`src/core/tra_defines.vh`:
```
// Constants for the temperature result and limit alert block
// Summary of operation
// - Every conversion result, 14 bits, replaces the stored temperature result.
// - Negative temperatures are twos complement, so the result is signed.
// - One code step equals 0.015625 degrees Celsius.
// - Result is presented 14-bit left-justified in a 16-bit word.
// - Each completed conversion is compared with both limits of each channel.
// - Two alert channels, each with own output and writable limit pair.
// - Per-channel polarity bit makes the alert output active high or low.
// - Each channel keeps an over-limit flag and an under-limit flag.
// - Per-channel mode bit: 0 latched alert mode (default), 1 therm mode.
// - Alert mode latches flag and output on crossing above high or below low.
// - Alert mode clears on alert-clear command or configuration register read.
// - Therm mode asserts above high limit, releases only below low limit.
// - In therm mode the under-limit flag reads zero.
// - Therm mode changes only at conversion end; reads and clears ignored.
// - Limits load nonvolatile defaults on the first clock after reset release; later writes override them.
// - While no alert is active, output level follows the polarity bit.
// - Alert outputs are open drain, pull low only, pullup gives high.
`ifndef TRA_DEFINES_VH
`define TRA_DEFINES_VH
`define TRA_RES_W        14
`define TRA_WORD_W       16
`define TRA_PAD_W        2
`define TRA_ADDR_W       6
`define TRA_RESULT_OFS   6'h00
`define TRA_CONFIG_OFS   6'h04
`define TRA_HI1_OFS      6'h08
`define TRA_LO1_OFS      6'h0C
`define TRA_HI2_OFS      6'h10
`define TRA_LO2_OFS      6'h14
`define TRA_CMD_OFS      6'h18
`define TRA_CFG_CHANNEL_ONE_POLARITY     7
`define TRA_CFG_MODE1    6
`define TRA_CFG_CHANNEL_TWO_POLARITY     3
`define TRA_CFG_MODE2    2
`define TRA_CFG_FH1      11
`define TRA_CFG_FL1      10
`define TRA_CFG_FH2      9
`define TRA_CFG_FL2      8
`define TRA_CFG_RST      16'h0000
`define TRA_CMD_CLR1     0
`define TRA_CMD_CLR2     1
`define TRA_RESP_OKAY    2'h0
`define TRA_RESP_SLVERR  2'h2
`define TRA_DEF_HI       16'h7FFC
`define TRA_DEF_LO       16'h8000
`endif

```
`src/core/tra_core.v`:
```
// Temperature result store, limit comparison and alert outputs with AXI4-Lite slave
`timescale 1ns/1ns
`default_nettype none
`include "tra_defines.vh"
module tra_core (
   input  wire        ref_clk_i,
   input  wire        rst_i,
   input  wire        conv_done_i,
   input  wire [13:0] conv_code_i,
   input  wire [15:0] nv_hi1_i,
   input  wire [15:0] nv_lo1_i,
   input  wire [15:0] nv_hi2_i,
   input  wire [15:0] nv_lo2_i,
   input  wire        clear_one_i,
   input  wire        clear_two_i,
   input  wire        limit_one_i,
   input  wire        limit_two_i,
   output wire        limit_out_one_o,
   output wire        limit_out_one_oe_o,
   output wire        limit_out_two_o,
   output wire        limit_out_two_oe_o,
   input  wire [5:0]  s_axi_awaddr,
   input  wire [2:0]  s_axi_awprot,
   input  wire        s_axi_awvalid,
   output wire        s_axi_awready,
   input  wire [31:0] s_axi_wdata,
   input  wire [3:0]  s_axi_wstrb,
   input  wire        s_axi_wvalid,
   output wire        s_axi_wready,
   output reg  [1:0]  s_axi_bresp,
   output reg         s_axi_bvalid,
   input  wire        s_axi_bready,
   input  wire [5:0]  s_axi_araddr,
   input  wire [2:0]  s_axi_arprot,
   input  wire        s_axi_arvalid,
   output wire        s_axi_arready,
   output reg  [31:0] s_axi_rdata,
   output reg  [1:0]  s_axi_rresp,
   output reg         s_axi_rvalid,
   input  wire        s_axi_rready
);

   // Limit-defaults capture state
   localparam LD_LOAD = 1'b0;
   localparam LD_RUN  = 1'b1;

   reg         ld_state;
   reg  [15:0] result;
   reg  [15:0] config_reg;
   reg  [15:0] hi_lim [0:1];
   reg  [15:0] lo_lim [0:1];
   reg  [1:0]  over_limit_flag;
   reg  [1:0]  under_limit_flag;
   reg  [1:0]  alert_act;
   reg  [1:0]  clr_meta;
   reg  [1:0]  clr_sync;
   reg  [1:0]  clr_prev;
   reg  [5:0]  aw_addr;
   reg         aw_full;
   reg  [31:0] w_data;
   reg  [3:0]  w_strb;
   reg         w_full;
   wire [1:0]  mode_sel;
   wire [1:0]  polarity;
   wire [1:0]  clr_pulse;
   wire        cfg_read;
   wire        do_write;
   wire [15:0] new_word;
   wire [15:0] cfg_view;

   // Merge byte lanes of a write into a 16-bit register
   function [15:0] merge16;
      input [15:0] old;
      input [31:0] data;
      input [3:0]  strb;
      begin
         merge16 = old;
         if (strb[0]) begin
            merge16[7:0] = data[7:0];
         end
         if (strb[1]) begin
            merge16[15:8] = data[15:8];
         end
      end
   endfunction

   // True when the address is one of the four limit registers
   function is_limit;
      input [5:0] a;
      begin
         is_limit = (a == `TRA_HI1_OFS) || (a == `TRA_LO1_OFS) ||
                    (a == `TRA_HI2_OFS) || (a == `TRA_LO2_OFS);
      end
   endfunction

   assign mode_sel = {config_reg[`TRA_CFG_MODE2], config_reg[`TRA_CFG_MODE1]};
   assign polarity = {config_reg[`TRA_CFG_CHANNEL_TWO_POLARITY], config_reg[`TRA_CFG_CHANNEL_ONE_POLARITY]};
   assign clr_pulse = clr_sync & ~clr_prev;

   assign new_word = {conv_code_i, {`TRA_PAD_W{1'b0}}};

   assign s_axi_awready = !aw_full && !s_axi_bvalid;
   assign s_axi_wready  = !w_full && !s_axi_bvalid;
   assign s_axi_arready = !s_axi_rvalid;
   assign do_write = aw_full && w_full && !s_axi_bvalid;
   assign cfg_read = s_axi_arvalid && !s_axi_rvalid &&
                     (s_axi_araddr == `TRA_CONFIG_OFS);

   // under flag reads zero in therm mode
   assign cfg_view = {4'h0, over_limit_flag[0], under_limit_flag[0] & ~mode_sel[0],
                      over_limit_flag[1], under_limit_flag[1] & ~mode_sel[1],
                      config_reg[7:0]};

   // Alert clear inputs come from pins, two stages first
   always @(posedge ref_clk_i or posedge rst_i) begin
      if (rst_i) begin
         clr_meta <= 2'h0;
         clr_sync <= 2'h0;
         clr_prev <= 2'h0;
      end else begin
         clr_meta <= {clear_two_i, clear_one_i};
         clr_sync <= clr_meta;
         clr_prev <= clr_sync;
      end
   end

   always @(posedge ref_clk_i or posedge rst_i) begin
      if (rst_i) begin
         result <= 16'h0000;
      end else if (conv_done_i) begin
         result <= new_word;
      end
   end

   // AXI write channel capture, either order
   always @(posedge ref_clk_i or posedge rst_i) begin
      if (rst_i) begin
         aw_full     <= 1'b0;
         w_full      <= 1'b0;
         aw_addr     <= 6'h00;
         w_data      <= 32'h0000_0000;
         w_strb      <= 4'h0;
         s_axi_bvalid <= 1'b0;
         s_axi_bresp <= `TRA_RESP_OKAY;
      end else begin
         if (s_axi_awvalid && s_axi_awready) begin
            aw_full <= 1'b1;
            aw_addr <= s_axi_awaddr;
         end
         if (s_axi_wvalid && s_axi_wready) begin
            w_full <= 1'b1;
            w_data <= s_axi_wdata;
            w_strb <= s_axi_wstrb;
         end
         if (do_write) begin
            aw_full      <= 1'b0;
            w_full       <= 1'b0;
            s_axi_bvalid <= 1'b1;
            if (is_limit(aw_addr) || aw_addr == `TRA_CONFIG_OFS ||
                aw_addr == `TRA_CMD_OFS || aw_addr == `TRA_RESULT_OFS) begin
               s_axi_bresp <= `TRA_RESP_OKAY;
            end else begin
               s_axi_bresp <= `TRA_RESP_SLVERR;
            end
         end else if (s_axi_bvalid && s_axi_bready) begin
            s_axi_bvalid <= 1'b0;
         end
      end
   end

   // defaults captured after reset release, writes override
   always @(posedge ref_clk_i or posedge rst_i) begin
      if (rst_i) begin
         ld_state   <= LD_LOAD;
         config_reg <= `TRA_CFG_RST;
         hi_lim[0]  <= `TRA_DEF_HI;
         lo_lim[0]  <= `TRA_DEF_LO;
         hi_lim[1]  <= `TRA_DEF_HI;
         lo_lim[1]  <= `TRA_DEF_LO;
      end else begin
         case (ld_state)
            LD_LOAD: begin
               hi_lim[0] <= nv_hi1_i;
               lo_lim[0] <= nv_lo1_i;
               hi_lim[1] <= nv_hi2_i;
               lo_lim[1] <= nv_lo2_i;
               ld_state  <= LD_RUN;
            end
            LD_RUN: begin
               if (do_write) begin
                  case (aw_addr)
                     `TRA_CONFIG_OFS: config_reg[7:0] <= w_strb[0] ? w_data[7:0]
                                                                  : config_reg[7:0];
                     `TRA_HI1_OFS: hi_lim[0] <= merge16(hi_lim[0], w_data, w_strb);
                     `TRA_LO1_OFS: lo_lim[0] <= merge16(lo_lim[0], w_data, w_strb);
                     `TRA_HI2_OFS: hi_lim[1] <= merge16(hi_lim[1], w_data, w_strb);
                     `TRA_LO2_OFS: lo_lim[1] <= merge16(lo_lim[1], w_data, w_strb);
                     default: ;
                  endcase
               end
            end
            default: ld_state <= LD_LOAD;
         endcase
      end
   end

   // Per-channel flags and alert state
   genvar ch;
   generate
      for (ch = 0; ch < 2; ch = ch + 1) begin : g_chan
         wire above;
         wire below;
         wire sw_clr;
         assign above = $signed(new_word) > $signed(hi_lim[ch]);
         assign below = $signed(new_word) < $signed(lo_lim[ch]);
         // clear by command pin, command write or config read
         assign sw_clr = clr_pulse[ch] || cfg_read ||
                         (do_write && aw_addr == `TRA_CMD_OFS && w_strb[0] &&
                          w_data[ch]);
         always @(posedge ref_clk_i or posedge rst_i) begin
            if (rst_i) begin
               over_limit_flag[ch]  <= 1'b0;
               under_limit_flag[ch] <= 1'b0;
               alert_act[ch]        <= 1'b0;
            end else if (mode_sel[ch]) begin
               if (conv_done_i && above) begin
                  over_limit_flag[ch]  <= 1'b1;
                  alert_act[ch]        <= 1'b1;
               end else if (conv_done_i && below) begin
                  over_limit_flag[ch]  <= 1'b0;
                  alert_act[ch]        <= 1'b0;
               end
               under_limit_flag[ch] <= 1'b0;
            end else begin
               // latch wins over a same-cycle clear
               if (conv_done_i && (above || below)) begin
                  over_limit_flag[ch]  <= over_limit_flag[ch] | above;
                  under_limit_flag[ch] <= under_limit_flag[ch] | below;
                  alert_act[ch]        <= 1'b1;
               end else if (sw_clr) begin
                  over_limit_flag[ch]  <= 1'b0;
                  under_limit_flag[ch] <= 1'b0;
                  alert_act[ch]        <= 1'b0;
               end
            end
         end
      end
   endgenerate

   // pin level is active xor polarity; only low is driven
   assign limit_out_one_o    = 1'b0;
   assign limit_out_one_oe_o = ~(alert_act[0] ^ polarity[0]);
   assign limit_out_two_o    = 1'b0;
   assign limit_out_two_oe_o = ~(alert_act[1] ^ polarity[1]);

   // AXI read channel; result word carries both bytes
   always @(posedge ref_clk_i or posedge rst_i) begin
      if (rst_i) begin
         s_axi_rvalid <= 1'b0;
         s_axi_rdata  <= 32'h0000_0000;
         s_axi_rresp  <= `TRA_RESP_OKAY;
      end else if (s_axi_arvalid && s_axi_arready) begin
         s_axi_rvalid <= 1'b1;
         s_axi_rresp  <= `TRA_RESP_OKAY;
         case (s_axi_araddr)
            `TRA_RESULT_OFS: s_axi_rdata <= {16'h0000, result};
            `TRA_CONFIG_OFS: s_axi_rdata <= {16'h0000, cfg_view};
            `TRA_HI1_OFS:    s_axi_rdata <= {16'h0000, hi_lim[0]};
            `TRA_LO1_OFS:    s_axi_rdata <= {16'h0000, lo_lim[0]};
            `TRA_HI2_OFS:    s_axi_rdata <= {16'h0000, hi_lim[1]};
            `TRA_LO2_OFS:    s_axi_rdata <= {16'h0000, lo_lim[1]};
            `TRA_CMD_OFS:    s_axi_rdata <= 32'h0000_0000;
            default: begin
               s_axi_rdata <= 32'h0000_0000;
               s_axi_rresp <= `TRA_RESP_SLVERR;
            end
         endcase
      end else if (s_axi_rvalid && s_axi_rready) begin
         s_axi_rvalid <= 1'b0;
      end
   end

   // Pin sense inputs unused; prot unused
   wire unused_ok;
   assign unused_ok = &{limit_one_i, limit_two_i, s_axi_awprot, s_axi_arprot, w_strb[3:2],
                        w_data[31:16], 1'b0};

endmodule
`default_nettype wire

```
`config.mk`:
```
export PLATFORM = sky130hd
export DESIGN_NAME = tra_core
export DESIGN_NICKNAME = d
export VERILOG_FILES = /design/src/core/tra_core.v
export VERILOG_INCLUDE_DIRS = /design/src /design/src/core
export SDC_FILE = /design/constraint.sdc
export NUM_CORES = 1
export LEC_CHECK = 0
export ABC_AREA = 1
export BUFFER_PORTS_ARGS = -buffer_cell sky130_fd_sc_hd__buf_2
export CAP_MARGIN = 20
export CORE_MARGIN = 2
export CORE_UTILIZATION = 25
export DETAILED_ROUTE_END_ITERATION = 10
export HOLD_SLACK_MARGIN = 0.06
export SLEW_MARGIN = 25
export SYNTH_ARGS = -nofsm -noshare
export SYNTH_HDL_FRONTEND = slang
export SYNTH_SLANG_ARGS = --single-unit
```
`constraint.sdc`:
```
create_clock -name ref_clk_i -period 5.7 [get_ports ref_clk_i]
set_clock_uncertainty 0.15 [all_clocks]
set_input_delay 0.285 -clock ref_clk_i [delete_from_list [all_inputs] [get_ports ref_clk_i]]
set_output_delay 0.285 -clock ref_clk_i [all_outputs]
set_load 0.01 [all_outputs]
```
## Yosys cells after proc, flatten, opt, wreduce, memory -nomap -nowiden

Index checks and enable logic that the tools add are counted.
W data, S select, Z words.

- Register bits after elaboration: 163
- Bits in read-only memories: 0
- Word-level logic and storage cells: 165
- Bits in writable memories: 0
- Memories kept: 0
- Bits of input ports: 144
- Bits in latches: 0

- Divide/modulo/power cells: 0
- Multiplexer cells: 39
- Reduce and logical (&&, ||, !) cells: 56
- Add/subtract/negate cells: 0
- Multipliers: 0
- Bitwise logic cells: 15
- Eq/ne operators: 21
- Shifts and indexed selects: 0
- $lt $le $gt $ge: 4

Operators with widths:

| kind | number |
|---|---|
| $pmux W32 S2 | 2 |
| $pmux W16 S6 | 1 |
| $mux W16 | 4 |
| $mux W32 | 2 |
| $eq A6 B5 Y1 const B | 6 |
| $gt A16 B16 Y1 | 2 |
| $lt A16 B16 Y1 | 2 |
| $mux W1 | 26 |
| $eq A6 B4 Y1 const B | 4 |
| $reduce_and A3 Y1 | 8 |
| $logic_and A1 B1 Y1 | 20 |
| $mux W8 | 2 |
| $ne A2 B1 Y1 const B | 7 |
| $eq A6 B3 Y1 const B | 2 |
| $logic_not A6 Y1 | 2 |
| $logic_or A1 B1 Y1 | 12 |
| $reduce_bool A2 Y1 | 4 |
| $reduce_or A7 Y1 | 1 |
| $ne A3 B1 Y1 const B | 2 |
| $reduce_bool A3 Y1 | 2 |
| $not A1 Y1 | 5 |
| $logic_not A1 Y1 | 4 |
| $mux W2 | 2 |
| $or A1 B1 Y1 | 4 |
| other kinds (6) | 9 |

## Depth between registers and ports, before layout

- Depth in word-level cells: 9
- Depth in mapped cells: 17
- Mapped depth without buffers: 17

## Least setup slack after synthesis

Ideal clock, no wire load.

- Path type: register -> register
- Start: register lo_lim[31] in the netlist's numbering
- End: register over_limit_flag[0], in the netlist cfg_view[11]
- Setup time: 113 ps
- Buffers on the path: 0
- Cell stages (with the launch flop): 14
- Slack: 3,755 ps
- Required time: 5,437 ps
- Arrival: 1,683 ps
- Path through: dfstp_2 > inv_1 > ha_1 > nand2_1 > nor2_1 > nand2_1 > nor2_1 > nand2_1 > nand3_1 > nand3_1 > nand2_1 > nand3_1 > nand2_1 > inv_1

- Cells in the longest elaborated chain, start to end: 5

RTL lines:

| item | line | source |
|---|---|---|
| start: declaration | tra_core.v:51 | `reg [15:0] lo_lim [0:1];` |
| $lt A16 B16 Y1 * | tra_core.v:215 | `assign below = $signed(new_word) < $signed(lo_lim[ch]);` |
| $logic_or A1 B1 Y1 | tra_core.v:236 | `if (conv_done_i && (above \|\| below)) begin` |
| $logic_and A1 B1 Y1 | tra_core.v:236 |  |
| $reduce_bool A3 Y1 (no source line) or $mux W1 (tied branches) | n/a |  |
| $reduce_and A2 Y1 (no source line) or $mux W1 (tied branches) | n/a |  |
| end signal: indexed assignment | tra_core.v:237 | `over_limit_flag[ch] <= over_limit_flag[ch] \| above;` |
| end: declaration | tra_core.v:52 | `reg [1:0] over_limit_flag;` |

Every way passes the cells marked *; elsewhere a longest branch is shown, timed or not.
A chain may end at the register's enable or synchronous reset.

## Worst setup path after layout

- Start: register ld_state
- End: register lo_lim[17] in the netlist's numbering

- Cells in the longest elaborated chain, start to end: 2

RTL lines:

| item | line | source |
|---|---|---|
| start: declaration | tra_core.v:47 | `reg ld_state;` |
| start signal: assignment | tra_core.v:174 | `ld_state <= LD_LOAD;` |
| start signal: assignment | tra_core.v:187 | `ld_state <= LD_RUN;` |
| start signal: assignment | tra_core.v:202 | `default: ld_state <= LD_LOAD;` |
| $ne A2 B1 Y1 (no source line) or $not A1 Y1 (tied branches) | n/a |  |
| $reduce_and A3 Y1 (no source line) or $pmux W32 S2 (tied branches) | n/a |  |

Several ways; a longest one is shown, not always the timed one.

==> out/metrics.yaml <==
status:
  status: "complete, no violations"
global_routing:
  overflow: 0
  grt_max_degree: 105
  grt.total_usage: 0.156
  grt_pass1_wl_um: 42700
  grt_pass1_vias: 7658
  antenna_found_initial: 1
placed_design:
  portBuffers: 142
  placed_area_sq_um: 9660
  globalplace.congestion: 0.872
  hpwl_um: 20700
power:
  switching_share: 0.399
  vdd_ir_drop_max_uv: 254
  powerDensity_nw_per_um2: 397
  seqPwrFrac: 0.365
  p_leak_nw: 5.71
  p_int_mw: 2.69
  clkPwrFrac: 0.257
  p_switching_mw: 1.78
  p_comb_frac: 0.379
sta:
  worst_pin_slew_ns: 0.860
  hold_violations: 0
  slew_viol_final: 0
  fmax_mhz: 332
  rsz0062_at_grt: "false"
  fin_crit_ns: 3.01
  timing.slew.headroom: 0.425
  setup_tns_ns: 0
  setup_violations: 0
  fin_crit_sh: 0.528
yosys:
  synthArstFlopShare: 1.00
  synthSimpleGateAreaFrac: 0.249
  synth_top_family_by_area: "simple AND/OR/NAND/NOR gates"
  synth_seq_cells: 145
  syn_avg_cell_area_sq_um: 7.86
  ys.flop_type: "dfrtp_1"
  synth_fa_ha_area_frac: 0.0812
  yosysUniqueCellTypes: 41
  synth-compound-area-share: 0.126
  muxShareOfSynthArea: 0.0170
  netlist_instances: 1097
  yosys_warnings: 0
  ys_seq_area_frac: 0.425
  synth_edf_count: 0
  synth_xor_area_frac: 0.00203
  syn_area_sq_um: 8620
cells_and_area:
  n_fill_cell: 3589
  area_growth_pct: 30.6
  drive_gt1_frac: 0.193
  final_common_cell: "nand2_1"
  multi_input_area_sq_um: 4180
  nNetsFinal: 1531
  finalInstanceArea_sq_um: 11300
  final_cell_mix: "387 x nand2_1, 142 x buf_2, 130 x inv_1"
  seq_area_sq_um: 3660
clocking:
  numClockSinks: 145
  cts_tree: "yes"
  cts_inserted_buffers: 17
  htreeDepth: 4
  cts_root_buf: "clkbuf_16"
  cts_buffer_depth: 2
  path_clk_slew_ns: 0.06
  insertion_delay_ns: 0.44
floorplan:
  core_sq_um: 34300
  die_h_um: 190
  fp.dieArea_sq_um: 36000
  die_w_um: 190
  start_util: 0.252
  row_count: 68
  io_pins: 189
setup_path:
  cp-start-kind: "register"
  crit_slowest_cell: "dfrtp_1"
  max_stage_delay_ns: 0.66
  path_cells: "inv_2 -> buf_4 -> nor2_4 -> nor3_4 -> nand3_1 -> o21a_1"
  worstPathArrival_ns: 3.18
  worst_ep_required_time_ns: 5.88
  critPathKind: "register to register"
  cp-end-kind: "register"
  path_max_fanout: 38
route:
  num_vias: 7921
  routedWlPerCell_um: 15.3
  drt_wl_total_um: 27600
  viasPerCell: 4.40
  drt-initial-drc-count: 489
  ant_nets: 0
  drc: 0
  dr.pass1.iters: 5
worst_hold_path:
  hp-class: "input port to register"
run:
  drv_cap: 0
## worst paths after layout
| check | start | to | slack, ns | cells after the start |
|---|---|---|---|---|
| min in group asynchronous | rst_i | w_data[15] | 0.39 | 3 |
| max in group asynchronous | rst_i | s_axi_rresp[1] | 3.93 | 4 |
| worst max-delay path | ld_state | lo_lim[17] | 2.69 | 6 |
| worst min register to register | clr_meta[1] | clr_sync[1] | 0.20 | 0 |
| worst max register to register | ld_state | lo_lim[17] | 2.69 | 6 |
| worst min-delay path | nv_lo2_i[9] | lo_lim[9] | 0.07 | 5 |
## power by group through the flow
stage / Clock [mW] / Sequential (mW) / Combinational [mW]
floorplan: 0 / 1.60 / 1.21
global placement: 0 / 1.63 / 1.60
detailed placement: 0 / 1.65 / 1.64
CTS: 1.18 / 1.63 / 1.70
global route: 1.22 / 1.67 / 1.95
finish: 1.15 / 1.63 / 1.69
## synthesized netlist by cell type, types with 3 or more instances
cell / count / area share
a21oi_1: 45 / 0.026
a22o_1: 3 / 0.0030
a31oi_1: 3 / 0.0022
buf_2: 14 / 0.0081
buf_4: 23 / 0.020
buf_6: 7 / 0.0091
clkbuf_1: 5 / 0.0022
dfrtp_1: 117 / 0.34
dfstp_2: 28 / 0.085
ha_1: 56 / 0.081
inv_1: 131 / 0.057
inv_2: 4 / 0.0017
mux2_2: 13 / 0.017
nand2_1: 387 / 0.17
nand2_2: 6 / 0.0044
nand3_1: 32 / 0.019
nand4_1: 5 / 0.0036
nor2_1: 46 / 0.020
nor2_2: 3 / 0.0022
nor2_4: 10 / 0.013
nor3_1: 11 / 0.0064
nor3_4: 4 / 0.0075
o21a_1: 3 / 0.0026
o21ai_0: 75 / 0.044
o21ai_1: 12 / 0.0070
o21ai_2: 9 / 0.0091
o221ai_1: 3 / 0.0030
o22ai_1: 23 / 0.017
## sequential cells by signal, indices dropped and copies added (netlist names), 2 cells and up
register,flops
hi_lim,32
lo_lim,32
s_axi_rdata,16
w_data,16
result,14
cfg_view,10
aw_addr,6
alert_act,2
clr_meta,2
clr_prev,2
clr_sync,2
under_limit_flag,2
w_strb,2
## per-stage QoR
step | hold WS, ns | utilization | worst slack (ns) | power (mW) | std cells
floorplan | 0.166 | - | 1.42 | 2.80 | 1116
global placement | 0.186 | 0.282 | 2.65 | 3.24 | 1666
detailed placement | 0.192 | 0.282 | 2.63 | 3.29 | 1666
CTS | 0.0608 | 0.328 | 2.62 | 4.51 | 1798
global route | 0.0839 | 0.329 | 2.40 | 4.85 | 1799
finish | 0.0705 | 0.329 | 2.69 | 4.47 | 1799
## metal layers
| metal | global-route usage | vias up | routed length [um] |
|---|---|---|---|
| li1 | - | 3963 | - |
| met4 | 0.0388 | 0 | 399 |
| met3 | 0.0308 | 24 | 1180 |
| met2 | 0.240 | 216 | 12200 |
| met5 | 0 | - | 0 |
| met1 | 0.224 | 3718 | 13800 |
## cell type report
cell class / instances / area share
Multi-Input combinational cell: 785 / 0.371
Sequential cell: 145 / 0.325
Timing Repair Buffer: 246 / 0.155
Tap cell: 455 / 0.0505
Inverter: 136 / 0.0460
Clock buffer: 17 / 0.0378
Clock inverter: 14 / 0.0147
Antenna cell: 1 / 0.000222
## what timing repair did
action                    CTS  global route
hold buffers              101             0
gates resized for setup     0             0
hold endpoints to repair  177             0
setup buffers               0             0
## cell families (layout without fill, tap and decap cells)
| logic type | after synthesis | in the layout |
|---|---|---|
| AOI/OAI and AO/OA | 185 | 185 |
| xor gates and xnor gates | 2 | 2 |
| adders and majority gates | 56 | 56 |
| buffers and inverters | 186 | 413 |
| DFF | 145 | 145 |
| muxes | 13 | 13 |
| other | 2 | 22 |
| and+or+nand+nor | 508 | 508 |
## worst max-delay path, delay by kind of cell (launching register included)
kind | cells | cell delay, ns
AOI/OAI and AO/OA | 1 | 0.14
DFF | 1 | 0.66
buffers and inverters | 2 | 1.02
and+or+nand+nor | 3 | 0.91
Power figures use the tool's default switching activity.
